## config.mk

```make
export PLATFORM = sky130hd
export DESIGN_NAME = socs_top
export DESIGN_NICKNAME = d
export VERILOG_FILES = /design/src/socs_pkg.sv /design/src/socs_sync.sv /design/src/socs_top.sv
export SDC_FILE = /design/constraint.sdc
export NUM_CORES = 1
export LEC_CHECK = 0
export ABC_AREA = 1
export BUFFER_PORTS_ARGS = -buffer_cell sky130_fd_sc_hd__buf_2
export CAP_MARGIN = 20
export CELL_PAD_IN_SITES_DETAIL_PLACEMENT = 0
export CELL_PAD_IN_SITES_GLOBAL_PLACEMENT = 1
export CORE_AREA = 2 2 190 192
export DETAILED_ROUTE_END_ITERATION = 12
export DIE_AREA = 0 0 192 194
export GPL_TIMING_DRIVEN = 1
export PLACE_DENSITY = 0.75
export SYNTH_ARGS = -nofsm -noshare
export SYNTH_HDL_FRONTEND = slang
export SYNTH_SLANG_ARGS = --single-unit
export TNS_END_PERCENT = 20
```

## constraint.sdc

```tcl
create_clock -name clk_i -period 3.6 [get_ports clk_i]
set_input_delay 0.54 -clock clk_i [delete_from_list [all_inputs] [get_ports clk_i]]
set_output_delay 0.54 -clock clk_i [all_outputs]
set_load 0.005 [all_outputs]
```

## src/socs_pkg.sv

```systemverilog
// Package with register map, selection codes and reset values for the output condition selector.
package socs_pkg;

  // Register byte offsets on the Wishbone slave.
  localparam logic [7:0] SOCS_SEL_OFF    = 8'h00;
  localparam logic [7:0] SOCS_ZERO_OFF   = 8'h04;
  localparam logic [7:0] SOCS_BAND_OFF   = 8'h08;
  localparam logic [7:0] SOCS_SETPT_OFF  = 8'h0C;
  localparam logic [7:0] SOCS_OVLD_OFF   = 8'h10;
  localparam logic [7:0] SOCS_UNLD_OFF   = 8'h14;
  localparam logic [7:0] SOCS_PERR_OFF   = 8'h18;
  localparam logic [7:0] SOCS_POSTOL_OFF = 8'h1C;
  localparam logic [7:0] SOCS_STAT_OFF   = 8'h20;
  localparam logic [7:0] SOCS_COND_OFF   = 8'h24;

  // Reset values.
  localparam logic [4:0]  SOCS_SEL_RST = 5'h00;
  localparam logic [15:0] SOCS_THR_RST = 16'h0000;

  // Full scale of the remaining overload capacity, meaning one hundred percent.
  localparam logic [15:0] SOCS_OVL_FULL = 16'h0064;

  // Number of cycles the contactor output leads run and trails stop.
  localparam int SOCS_CONT_DELAY_NS = 100000;
  localparam int SOCS_CLK_NS        = 50;
  localparam int SOCS_CONT_CYC      = (SOCS_CONT_DELAY_NS + SOCS_CLK_NS - 1) / SOCS_CLK_NS;

  // Selection codes.
  typedef enum logic [4:0] {
    SOCS_SEL_ZERO_SPD  = 5'h08,
    SOCS_SEL_AT_SPD    = 5'h09,
    SOCS_SEL_SET_SPD   = 5'h0A,
    SOCS_SEL_OVER_CUR  = 5'h0B,
    SOCS_SEL_UNDER_CUR = 5'h0C,
    SOCS_SEL_OVL_CAP   = 5'h0D,
    SOCS_SEL_KEYPAD    = 5'h0E,
    SOCS_SEL_BRAKE     = 5'h0F,
    SOCS_SEL_FOLDBACK  = 5'h10,
    SOCS_SEL_FAULT     = 5'h11,
    SOCS_SEL_ALARM     = 5'h12,
    SOCS_SEL_CMD_FWD   = 5'h13,
    SOCS_SEL_CMD_REV   = 5'h14,
    SOCS_SEL_MOT_FWD   = 5'h15,
    SOCS_SEL_MOT_REV   = 5'h16,
    SOCS_SEL_PROC_ERR  = 5'h17,
    SOCS_SEL_AT_POS    = 5'h19,
    SOCS_SEL_IN_MOTION = 5'h1A,
    SOCS_SEL_PLC       = 5'h1B,
    SOCS_SEL_RTC       = 5'h1C,
    SOCS_SEL_BUS_UP    = 5'h1D,
    SOCS_SEL_HEATER    = 5'h1E,
    SOCS_SEL_CONTACTOR = 5'h1F
  } socs_sel_t;

  // Contactor sequencer states.
  typedef enum logic [1:0] {
    SOCS_CT_OPEN    = 2'b00,
    SOCS_CT_CLOSING = 2'b01,
    SOCS_CT_CLOSED  = 2'b10,
    SOCS_CT_OPENING = 2'b11
  } socs_ct_state_t;

endpackage

```

## src/socs_sync.sv

```systemverilog
// Two flip-flop synchroniser for a bundle of asynchronous level inputs.
`timescale 1ns/1ps
module socs_sync #(
  parameter int W = 1
) (
  input  wire logic         clk_i,
  input  wire logic         rst_i,
  input  wire logic [W-1:0] d_i,
  output logic      [W-1:0] q_o
);

  logic [W-1:0] meta_q;

  // The first stage feeds only the second stage, so a metastable level never fans out.
  always_ff @(posedge clk_i) begin
    if (rst_i) begin
      meta_q <= '0;
      q_o    <= '0;
    end else begin
      meta_q <= d_i;
      q_o    <= meta_q;
    end
  end

endmodule

```

## src/socs_top.sv

```systemverilog
// Programmable digital output condition selector with a Wishbone register slave.
//
// How it works
// - code 8: speed below zero-speed threshold.
// - code 9: speed inside band around command.
// - code 10: speed at or above set point.
// - code 11: current above overload set point.
// - code 12: current below underload set point.
// - code 13: overload capacity below one hundred percent.
// - code 14: drive under local keypad control.
// - code 15: follows braking transistor on state.
// - code 16: foldback active, volts-per-hertz only.
// - code 17: fault present, which trips drive.
// - code 18: alarm present, no trip.
// - code 19: forward run command applied.
// - code 20: reverse run command applied.
// - code 21: motor turning forward.
// - code 22: motor turning reverse.
// - code 23: process error magnitude above tolerance.
// - code 25: position and speed both settled.
// - code 26: position or speed outside tolerance.
// - codes 27, 28: PLC or RTC drives output.
// - code 29: bus up and no fault.
// - code 30: trickle heating active.
// - code 31: sequenced motor contactor control.
//
// Our own choices: the register offsets and the Wishbone register port.
`timescale 1ns/1ps
module socs_top
  import socs_pkg::*;
#(
  parameter int          W           = 16,
  parameter int unsigned CONT_CYCLES = SOCS_CONT_CYC
) (
  input  wire logic                clk_i,
  input  wire logic                rst_i,
  // Wishbone classic slave.
  input  wire logic                cyc_i,
  input  wire logic                stb_i,
  input  wire logic                we_i,
  input  wire logic [7:0]          adr_i,
  input  wire logic [3:0]          sel_i,
  input  wire logic [31:0]         dat_i,
  output logic      [31:0]         dat_o,
  output logic                     ack_o,
  // Drive measurements, same clock domain, two's complement except the unsigned overload_left_i.
  input  wire logic signed [W-1:0] motor_speed_i,
  input  wire logic signed [W-1:0] speed_cmd_i,
  input  wire logic signed [W-1:0] motor_current_i,
  input  wire logic signed [W-1:0] process_err_i,
  input  wire logic signed [W-1:0] position_err_i,
  input  wire logic        [W-1:0] overload_left_i,
  // Drive status levels, same clock domain.
  input  wire logic                keypad_ctl_i,
  input  wire logic                brake_on_i,
  input  wire logic                foldback_i,
  input  wire logic                vhz_mode_i,
  input  wire logic                fault_i,
  input  wire logic                alarm_i,
  input  wire logic                cmd_fwd_i,
  input  wire logic                cmd_rev_i,
  input  wire logic                plc_out_i,
  input  wire logic                heater_on_i,
  input  wire logic                drive_run_i,
  // Levels from outside the clock domain.
  input  wire logic                rtc_out_i,
  input  wire logic                bus_up_i,
  // Programmable output and contactor enable feedback to the drive.
  output logic                     out_o,
  output logic                     run_permit_o
);

  //////////////////////////////////////////////////////////////////////////////
  // Registers.

  logic [4:0]   sel_q;
  logic [W-1:0] zero_speed_threshold_q;
  logic [W-1:0] speed_match_band_q;
  logic [W-1:0] set_speed_q;
  logic [W-1:0] overload_sp_q;
  logic [W-1:0] underload_sp_q;
  logic [W-1:0] proc_tol_q;
  logic [W-1:0] pos_tol_q;
  logic         ack_q;
  logic [31:0]  rdat_q;
  logic         out_q;
  logic [22:0]  cond_q;

  wire req     = cyc_i & stb_i & ~ack_q;
  wire wr_stb  = req & we_i;

  // Writes a 32-bit register field honouring byte lanes; only the low W bits are kept.
  function automatic logic [W-1:0] wb_merge(input logic [W-1:0] old);
    logic [31:0] tmp;
    tmp = 32'(old);
    for (int b = 0; b < 4; b++) begin
      if (sel_i[b]) begin
        tmp[b*8 +: 8] = dat_i[b*8 +: 8];
      end
    end
    return tmp[W-1:0];
  endfunction

  // Configuration writes take effect on the edge where ack is raised.
  always_ff @(posedge clk_i) begin
    if (rst_i) begin
      sel_q                  <= SOCS_SEL_RST;
      zero_speed_threshold_q <= W'(SOCS_THR_RST);
      speed_match_band_q     <= W'(SOCS_THR_RST);
      set_speed_q            <= W'(SOCS_THR_RST);
      overload_sp_q          <= W'(SOCS_THR_RST);
      underload_sp_q         <= W'(SOCS_THR_RST);
      proc_tol_q             <= W'(SOCS_THR_RST);
      pos_tol_q              <= W'(SOCS_THR_RST);
    end else if (wr_stb) begin
      unique case (adr_i)
        SOCS_SEL_OFF: begin
          if (sel_i[0]) begin
            sel_q <= dat_i[4:0];
          end
        end
        SOCS_ZERO_OFF:   zero_speed_threshold_q <= wb_merge(zero_speed_threshold_q);
        SOCS_BAND_OFF:   speed_match_band_q     <= wb_merge(speed_match_band_q);
        SOCS_SETPT_OFF:  set_speed_q            <= wb_merge(set_speed_q);
        SOCS_OVLD_OFF:   overload_sp_q          <= wb_merge(overload_sp_q);
        SOCS_UNLD_OFF:   underload_sp_q         <= wb_merge(underload_sp_q);
        SOCS_PERR_OFF:   proc_tol_q             <= wb_merge(proc_tol_q);
        SOCS_POSTOL_OFF: pos_tol_q              <= wb_merge(pos_tol_q);
        default: begin
        end
      endcase
    end
  end

  // One-cycle ack for every access, mapped or not; unmapped reads return zero.
  always_ff @(posedge clk_i) begin
    if (rst_i) begin
      ack_q  <= 1'b0;
      rdat_q <= 32'h0000_0000;
    end else begin
      ack_q <= req;
      if (req && !we_i) begin
        unique case (adr_i)
          SOCS_SEL_OFF:    rdat_q <= 32'(sel_q);
          SOCS_ZERO_OFF:   rdat_q <= 32'(zero_speed_threshold_q);
          SOCS_BAND_OFF:   rdat_q <= 32'(speed_match_band_q);
          SOCS_SETPT_OFF:  rdat_q <= 32'(set_speed_q);
          SOCS_OVLD_OFF:   rdat_q <= 32'(overload_sp_q);
          SOCS_UNLD_OFF:   rdat_q <= 32'(underload_sp_q);
          SOCS_PERR_OFF:   rdat_q <= 32'(proc_tol_q);
          SOCS_POSTOL_OFF: rdat_q <= 32'(pos_tol_q);
          SOCS_STAT_OFF:   rdat_q <= {30'h0000_0000, run_permit_o, out_q};
          SOCS_COND_OFF:   rdat_q <= {9'h000, cond_q};
          default:         rdat_q <= 32'h0000_0000;
        endcase
      end
    end
  end

  assign ack_o = ack_q;
  assign dat_o = rdat_q;

  //////////////////////////////////////////////////////////////////////////////
  // Input conditioning.

  logic [1:0] async_s;

  // The RTC module and bus monitor sit outside this clock domain.
  socs_sync #(
    .W(2)
  ) u_sync (
    .clk_i(clk_i),
    .rst_i(rst_i),
    .d_i  ({bus_up_i, rtc_out_i}),
    .q_o  (async_s)
  );

  wire rtc_s    = async_s[0];
  wire bus_up_s = async_s[1];

  // Magnitudes; the most negative value keeps its own bit pattern, which read unsigned is its true magnitude.
  function automatic logic [W-1:0] mag(input logic signed [W-1:0] v);
    return v[W-1] ? W'(-v) : W'(v);
  endfunction

  logic [W-1:0] speed_mag;
  logic [W-1:0] perr_mag;
  logic [W-1:0] pos_mag;
  logic signed [W:0] speed_diff;
  logic [W:0]   diff_mag;

  always_comb begin
    speed_mag  = mag(motor_speed_i);
    perr_mag   = mag(process_err_i);
    pos_mag    = mag(position_err_i);
    speed_diff = (W+1)'(motor_speed_i) - (W+1)'(speed_cmd_i);
    diff_mag   = speed_diff[W] ? (W+1)'(-speed_diff) : (W+1)'(speed_diff);
  end

  //////////////////////////////////////////////////////////////////////////////
  // Contactor sequencing.

  socs_ct_state_t ct_q;
  logic [31:0]    ct_cnt_q;
  logic           ct_close_q;

  // The contactor closes before the drive may run and opens only after it has stopped,
  // so the contacts never make or break motor current.
  always_ff @(posedge clk_i) begin
    if (rst_i) begin
      ct_q       <= SOCS_CT_OPEN;
      ct_cnt_q   <= 32'h0000_0000;
      ct_close_q <= 1'b0;
    end else begin
      unique case (ct_q)
        SOCS_CT_OPEN: begin
          ct_cnt_q <= 32'h0000_0000;
          if (cmd_fwd_i || cmd_rev_i) begin
            ct_q       <= SOCS_CT_CLOSING;
            ct_close_q <= 1'b1;
          end
        end
        SOCS_CT_CLOSING: begin
          if (ct_cnt_q >= CONT_CYCLES - 1) begin
            ct_q     <= SOCS_CT_CLOSED;
            ct_cnt_q <= 32'h0000_0000;
          end else begin
            ct_cnt_q <= ct_cnt_q + 32'h0000_0001;
          end
        end
        SOCS_CT_CLOSED: begin
          if (!cmd_fwd_i && !cmd_rev_i && !drive_run_i) begin
            ct_q <= SOCS_CT_OPENING;
          end
        end
        SOCS_CT_OPENING: begin
          if (cmd_fwd_i || cmd_rev_i) begin
            ct_q     <= SOCS_CT_CLOSED;
            ct_cnt_q <= 32'h0000_0000;
          end else if (ct_cnt_q >= CONT_CYCLES - 1) begin
            ct_q       <= SOCS_CT_OPEN;
            ct_close_q <= 1'b0;
            ct_cnt_q   <= 32'h0000_0000;
          end else begin
            ct_cnt_q <= ct_cnt_q + 32'h0000_0001;
          end
        end
      endcase
    end
  end

  // With the contactor code selected, running is only permitted once the contactor has settled closed; otherwise always.
  always_ff @(posedge clk_i) begin
    if (rst_i) begin
      run_permit_o <= 1'b0;
    end else begin
      run_permit_o <= (sel_q != SOCS_SEL_CONTACTOR) || (ct_q == SOCS_CT_CLOSED);
    end
  end

  //////////////////////////////////////////////////////////////////////////////
  // Condition evaluation.

  logic [22:0] cond_d;

  // Every candidate condition is evaluated each cycle; the selector only picks one.
  always_comb begin
    cond_d     = '0;
    cond_d[0]  = speed_mag < zero_speed_threshold_q;
    cond_d[1]  = diff_mag <= (W+1)'(speed_match_band_q);
    cond_d[2]  = $signed(motor_speed_i) >= $signed(set_speed_q);
    cond_d[3]  = $signed(motor_current_i) > $signed(overload_sp_q);
    cond_d[4]  = $signed(motor_current_i) < $signed(underload_sp_q);
    cond_d[5]  = overload_left_i < W'(SOCS_OVL_FULL);
    cond_d[6]  = keypad_ctl_i;
    cond_d[7]  = brake_on_i;
    cond_d[8]  = foldback_i & vhz_mode_i;
    cond_d[9]  = fault_i;
    cond_d[10] = alarm_i;
    cond_d[11] = cmd_fwd_i;
    cond_d[12] = cmd_rev_i;
    cond_d[13] = ~motor_speed_i[W-1] & (motor_speed_i != '0);
    cond_d[14] = motor_speed_i[W-1];
    cond_d[15] = perr_mag > proc_tol_q;
    cond_d[16] = (pos_mag <= pos_tol_q) & (speed_mag <= zero_speed_threshold_q);
    cond_d[17] = (pos_mag > pos_tol_q) | (speed_mag > zero_speed_threshold_q);
    cond_d[18] = plc_out_i;
    cond_d[19] = rtc_s;
    cond_d[20] = bus_up_s & ~fault_i;
    cond_d[21] = heater_on_i;
    cond_d[22] = ct_close_q;
  end

  // Conditions are registered so the selector sees a glitch-free snapshot.
  always_ff @(posedge clk_i) begin
    if (rst_i) begin
      cond_q <= '0;
    end else begin
      cond_q <= cond_d;
    end
  end

  //////////////////////////////////////////////////////////////////////////////
  // Output selection.

  logic out_d;

  // Codes outside the handled set, including 24, hold the output off.
  always_comb begin
    unique case (sel_q)
      SOCS_SEL_ZERO_SPD:  out_d = cond_q[0];
      SOCS_SEL_AT_SPD:    out_d = cond_q[1];
      SOCS_SEL_SET_SPD:   out_d = cond_q[2];
      SOCS_SEL_OVER_CUR:  out_d = cond_q[3];
      SOCS_SEL_UNDER_CUR: out_d = cond_q[4];
      SOCS_SEL_OVL_CAP:   out_d = cond_q[5];
      SOCS_SEL_KEYPAD:    out_d = cond_q[6];
      SOCS_SEL_BRAKE:     out_d = cond_q[7];
      SOCS_SEL_FOLDBACK:  out_d = cond_q[8];
      SOCS_SEL_FAULT:     out_d = cond_q[9];
      SOCS_SEL_ALARM:     out_d = cond_q[10];
      SOCS_SEL_CMD_FWD:   out_d = cond_q[11];
      SOCS_SEL_CMD_REV:   out_d = cond_q[12];
      SOCS_SEL_MOT_FWD:   out_d = cond_q[13];
      SOCS_SEL_MOT_REV:   out_d = cond_q[14];
      SOCS_SEL_PROC_ERR:  out_d = cond_q[15];
      SOCS_SEL_AT_POS:    out_d = cond_q[16];
      SOCS_SEL_IN_MOTION: out_d = cond_q[17];
      SOCS_SEL_PLC:       out_d = cond_q[18];
      SOCS_SEL_RTC:       out_d = cond_q[19];
      SOCS_SEL_BUS_UP:    out_d = cond_q[20];
      SOCS_SEL_HEATER:    out_d = cond_q[21];
      SOCS_SEL_CONTACTOR: out_d = cond_q[22];
      default:            out_d = 1'b0;
    endcase
  end

  // The output is recomputed every cycle from the one selected condition.
  always_ff @(posedge clk_i) begin
    if (rst_i) begin
      out_q <= 1'b0;
    end else begin
      out_q <= out_d;
    end
  end

  assign out_o = out_q;

endmodule

```

Word level (Yosys, flattened, before mapping). Index checks and enable logic that the tools add are counted.

$add $sub $neg: 6. $lt $le $gt $ge: 12. Eq/ne operators: 42. Muxes and demuxes: 19. Bitwise operators: 11. Reduce and logical (&&, ||, !) cells: 31.

Operators by type and width (number): 23-bit one-hot mux with 10 select lines (1); 32-bit one-hot mux with 3 select lines (1); 5-bit equality test (second input constant) (15); 16-bit > comparator (4); 32-bit 2-to-1 mux (2); 16-bit 2-to-1 mux (3); 16-bit negation (3); 3-bit AND reduction (15); 5-bit by 4-bit equality test with 1-bit output (second input constant) (8); 32-bit by 1-bit adder with 32-bit output (second input constant) (1); 8-bit by 5-bit equality test with 1-bit output (second input constant) (4); 32-bit by 11-bit greater-or-equal comparator with 1-bit output (second input constant) (1); 16-bit less-or-equal comparator (2); 16-bit < comparator (2); 1-bit one-hot mux with 23 select lines (1); 17-bit by 16-bit less-or-equal comparator with 1-bit output (1); 17-bit 2-to-1 mux (1); 17-bit negation (1); 16-bit by 16-bit subtractor with 17-bit output (1); 8-bit by 4-bit equality test with 1-bit output (second input constant) (2); 8-bit by 6-bit equality test with 1-bit output (second input constant) (2); 16-bit greater-or-equal comparator (1); 16-bit by 7-bit < comparator with 1-bit output (second input constant) (1); 16-bit nonzero test (1); 21 further kinds (47).

Bits in registers: 214. Input bits: 158. Word-level logic and storage cells: 146.

Longest topological paths before layout.
Word-level depth: 5. Gate-level depth with buffers: 32. Mapped depth without buffers: 32.

By module. A second synthesis with hierarchy kept.

Cells, all modules: 1950. Area, all modules: 13254.0 µm².

Modules (own cells, without submodules): socs_top (times used 1, cells each 1938, area an instance 13143.9 µm²); socs_sync (times used 1, cells each 12, area an instance 110.1 µm²).

Worst setup path after synthesis. No wires, ideal clock.

Path type: input-to-reg. From: input motor_speed_i[0]. To: register cond_q[1]. Library setup time: 64 ps. Arrival time: 3325 ps. Data required time: 3536 ps. Path slack: 211 ps. Cell stages on the path: 32. Path buffers: 0. Path through: inv_1 > ha_1 > fa_1 > inv_1 > nand3_1 > nand2_2 > nand3_2 > nand3_1 > nand2_1 > nand2_1 > nand2_1 > nand2_2 > inv_4 > nor2_1 > xor2_1 > inv_1 > ha_1 > nand2_1 > nor2_1 > o21ai_0 > nand2_1 > nand2_1 > nand2_1 > nand2_1 > nand2_1 > nand2_1 > nand2_1 > nand2_1 > nand2_1 > nand2_1 > nand2_1 > nor2_1.

Word-level cells in the longest chain between the ends: 4.

Ends and longest elaborated chain: start: declaration (RTL line socs_top.sv:47) `input wire logic signed [W-1:0] motor_speed_i,`; 16-bit by 16-bit subtractor with 17-bit output (*) (RTL line socs_top.sv:196) `speed_diff = (W+1)'(motor_speed_i) - (W+1)'(speed_cmd_i);`; 17-bit negation (RTL line socs_top.sv:197) `diff_mag = speed_diff[W] ? (W+1)'(-speed_diff) : (W+1)'(speed_diff);`; 17-bit 2-to-1 mux (*) (RTL line socs_top.sv:197); 17-bit by 16-bit less-or-equal comparator with 1-bit output (*) (RTL line socs_top.sv:270) `cond_d[1] = diff_mag <= (W+1)'(speed_match_band_q);`; end signal: assignment (RTL line socs_top.sv:299) `cond_q <= cond_d;`; end: declaration (RTL line socs_top.sv:87) `logic [22:0] cond_q;`.

Mark *: on every way between the ends. The rest lies on a longest branch, timed or not. A chain may end at the register's enable or synchronous reset.

Final worst setup path. Same ends and word-level chain as after synthesis.

==> flow_summary.json <==
{
  "pre_cts_slack_ps": -193,
  "diodes": 0,
  "cts_tree": "done",
  "p_leak_nw": 6.90,
  "avgViaCountPerCell": 5.03,
  "cts_buffers": 23,
  "hpwl_um": 33200,
  "worst_slew_pin_slew_ps": 946,
  "drc": 0,
  "htree_levels": 1,
  "drv_cap": 0,
  "place_congestion": 0.905,
  "fmax_mhz": 314,
  "grt_max_degree": 73,
  "synth_warnings": 0,
  "synth_common_cells": "360 x nand2_1, 295 x inv_1, 218 x a21oi_1",
  "syn_to_final_growth_pct": 16.5,
  "drive_above_1_share": 0.135,
  "wire_per_inst_um": 16.4,
  "drt_pass1_iterations": 5,
  "grt_pass1_wl_um": 64000,
  "fp.dieH_um": 194,
  "synth_top_area_share": 0.309,
  "slew_violations": 0,
  "num_rows": 69,
  "routed-via-count": 13010,
  "p_total_mw": 5.78,
  "path_max_fanout": 4,
  "portBuffers": 163,
  "synth_ff_type": "dfxtp_1",
  "totalNegativeSetupSlack_ps": 0,
  "chipWidth_um": 192,
  "routed_wl_um": 42300,
  "max_stage_delay_ps": 380,
  "track_usage": 0.220,
  "ant_nets": 0,
  "synth_top_area_cell": "dfxtp_1",
  "synth_edf_count": 0,
  "avgSynthCellArea_sq_um": 6.84,
  "powerDensity_nw_per_um2": 374,
  "reg2regPathDepth": 10,
  "critPathKind": "input port to register",
  "setup_viol": 0,
  "grt-ovfl-total": 0,
  "dieArea_sq_um": 37200,
  "ys_ff_latch": 205,
  "design_area_sq_um": 15500,
  "cp.arrival_ps": 3630,
  "ir_worst_vdd_v": 0.000317,
  "core_area_sq_um": 35200,
  "antenna_found_initial": 0,
  "clk_pin_slew_ps": 70,
  "worst_slack_ps": 418,
  "min_to": "cond_q[5]",
  "synthArstFlopShare": 0,
  "start_util": 0.377,
  "critPathLaunchType": "input port",
  "r2r-start": "ct_cnt_q[0]",
  "drt_iter0_markers": 991,
  "nets": 2405,
  "syn_inst": 1941,
  "clock_sinks": 205,
  "min_from": "overload_left_i[13]",
  "grt_pass1_vias": 11854,
  "relSlewSlack": 0.368,
  "hold_viol": 0,
  "synthDistinctLibCells": 52,
  "netlist_top_cells_area": "dfxtp_1 31%, ha_1 12%, nand2_1 10%",
  "synth-seq-area-share": 0.309,
  "yosysMostFrequentCell": "nand2_1",
  "min_path_type": "input port to register",
  "post-cts-setup-buffers": 0,
  "hold_depth": 2,
  "worstSkewPairLatency_ps": 520,
  "io-pin-count": 193,
  "clock_skew_ps": 15.7,
  "clockRootBuffer": "clkbuf_16",
  "reg2reg_setup_slack_ps": 1560,
  "rsz0062_at_grt": "no",
  "critPathSlowestCell": "fa_1",
  "layout_worst_path_cycle_share": 0.884,
  "fin_crit_ps": 3180,
  "syn_area_sq_um": 13300,
  "outcome": "finished, final reports clean",
  "crit_path_end_kind": "register",
  "r2r_end": "ct_cnt_q[2]",
  "clockBufferDepth": 3,
  "cp_common_cell": "nand2_1",
  "worstPathRequired_ps": 4050,
  "place_area_sq_um": 14700
}
## worst max-delay path, delay by kind of cell
kind | cells | cell delay [ps]
xor gates and xnor gates | 1 | 150
adders and majority gates | 3 | 890
and+or+nand+nor | 23 | 1560
buffers and inverters | 5 | 330
AOI/OAI and AO/OA | 1 | 150
## through the flow
| stage | hold slack (ps) | cells | utilization |
|---|---|---|---|
| 6_report | 185 | 2586 | 0.439 |
| 2_1_floorplan | 388 | 1949 | - |
| 5_1_grt | 165 | 2586 | 0.439 |
| 4_1_cts | 166 | 2586 | 0.439 |
| 3_5_place_dp | 398 | 2550 | 0.418 |
| 3_3_place_gp | 393 | 2550 | 0.418 |
## layer usage
| layer | wire length (um) | share of wire | vias to the layer above | track usage |
|---|---|---|---|---|
| met2 | 19500 | 0.46 | 358 | 0.371 |
| met1 | 19100 | 0.45 | 5897 | 0.296 |
| li1 | - | - | 6705 | - |
| met4 | 1070 | 0.025 | 0 | 0.0574 |
| met3 | 2600 | 0.061 | 50 | 0.0291 |
| met5 | 0 | 0 | - | 0 |
## cell usage in the layout (no fill, tap or decap), drive strengths merged
cell	instances
a211oi	5
a21o	2
a21oi	220
a221oi	2
a31o	1
a31oi	4
a41oi	1
and2	1
buf	207
bufinv	3
clkbuf	31
clkinv	2
conb	9
dfxtp	205
fa	1
ha	132
inv	302
nand2	373
nand3	74
nand3b	3
nand4	25
nor2	188
nor3	35
nor3b	1
nor4	10
o2111ai	2
o211a	1
o211ai	12
o21a	2
o21ai	158
o22ai	45
o311a	1
o31a	1
o31ai	2
o41ai	1
or2	5
xnor2	18
xor2	40
## cell families (layout without fill, tap and decap cells)
group,Yosys count,after routing,share of synthesized area
adders and majority gates,133,133,0.126
and+or+nand+nor,715,715,0.229
other,1,9,0.000282
buffers and inverters,369,545,0.111
xor gates and xnor gates,58,58,0.0388
AOI/OAI and AO/OA,460,460,0.187
DFF,205,205,0.309
## final cells by class
cell class,count,area [sq um]
tap,461,577
sequential,205,4100
inverter,302,1140
timing repair buffer,207,1160
multi-input combinational,1375,7750
fill,3695,19800
clock buffer,31,636
clock inverter,5,104
## power by group
part / switching, mW / internal [mW] / leakage [nW]
Clock: 0.936 / 1.44 / 0.362
Combinational: 0.649 / 0.447 / 4.88
Sequential: 0.0205 / 2.29 / 1.66
## flip-flops by register name, indices dropped and copies added, names as in the netlist
name and flops:
dat_o 23, ack_o 1, u_sync.meta_q 2, pos_tol_q 16, sel_q 5, proc_tol_q 16, overload_sp_q 16, underload_sp_q 16
u_sync.q_o 2, run_permit_o 1, ct_close_q 1, ct_cnt_q 32, ct_q 2, set_speed_q 16, zero_speed_threshold_q 16, out_o 1
speed_match_band_q 16, cond_q 23
## how the worst max path moves through the flow
stage,slack [ps],from,to,cells past startpoint
global placement,-120,motor_speed_i[0],cond_q[1],33
finish,420,motor_speed_i[0],cond_q[1],33
CTS,330,motor_speed_i[0],cond_q[1],33
floorplan,210,motor_speed_i[0],cond_q[1],32
detailed placement,-190,motor_speed_i[0],cond_q[1],33
global route,10,motor_speed_i[0],cond_q[1],27
## repair_timing
action                                  in CTS  in global routing
endpoints found under the setup margin       0                  1
hold buffers                                 0                  0
resized for setup                            0                  3
Power figures use the tool's default switching activity.
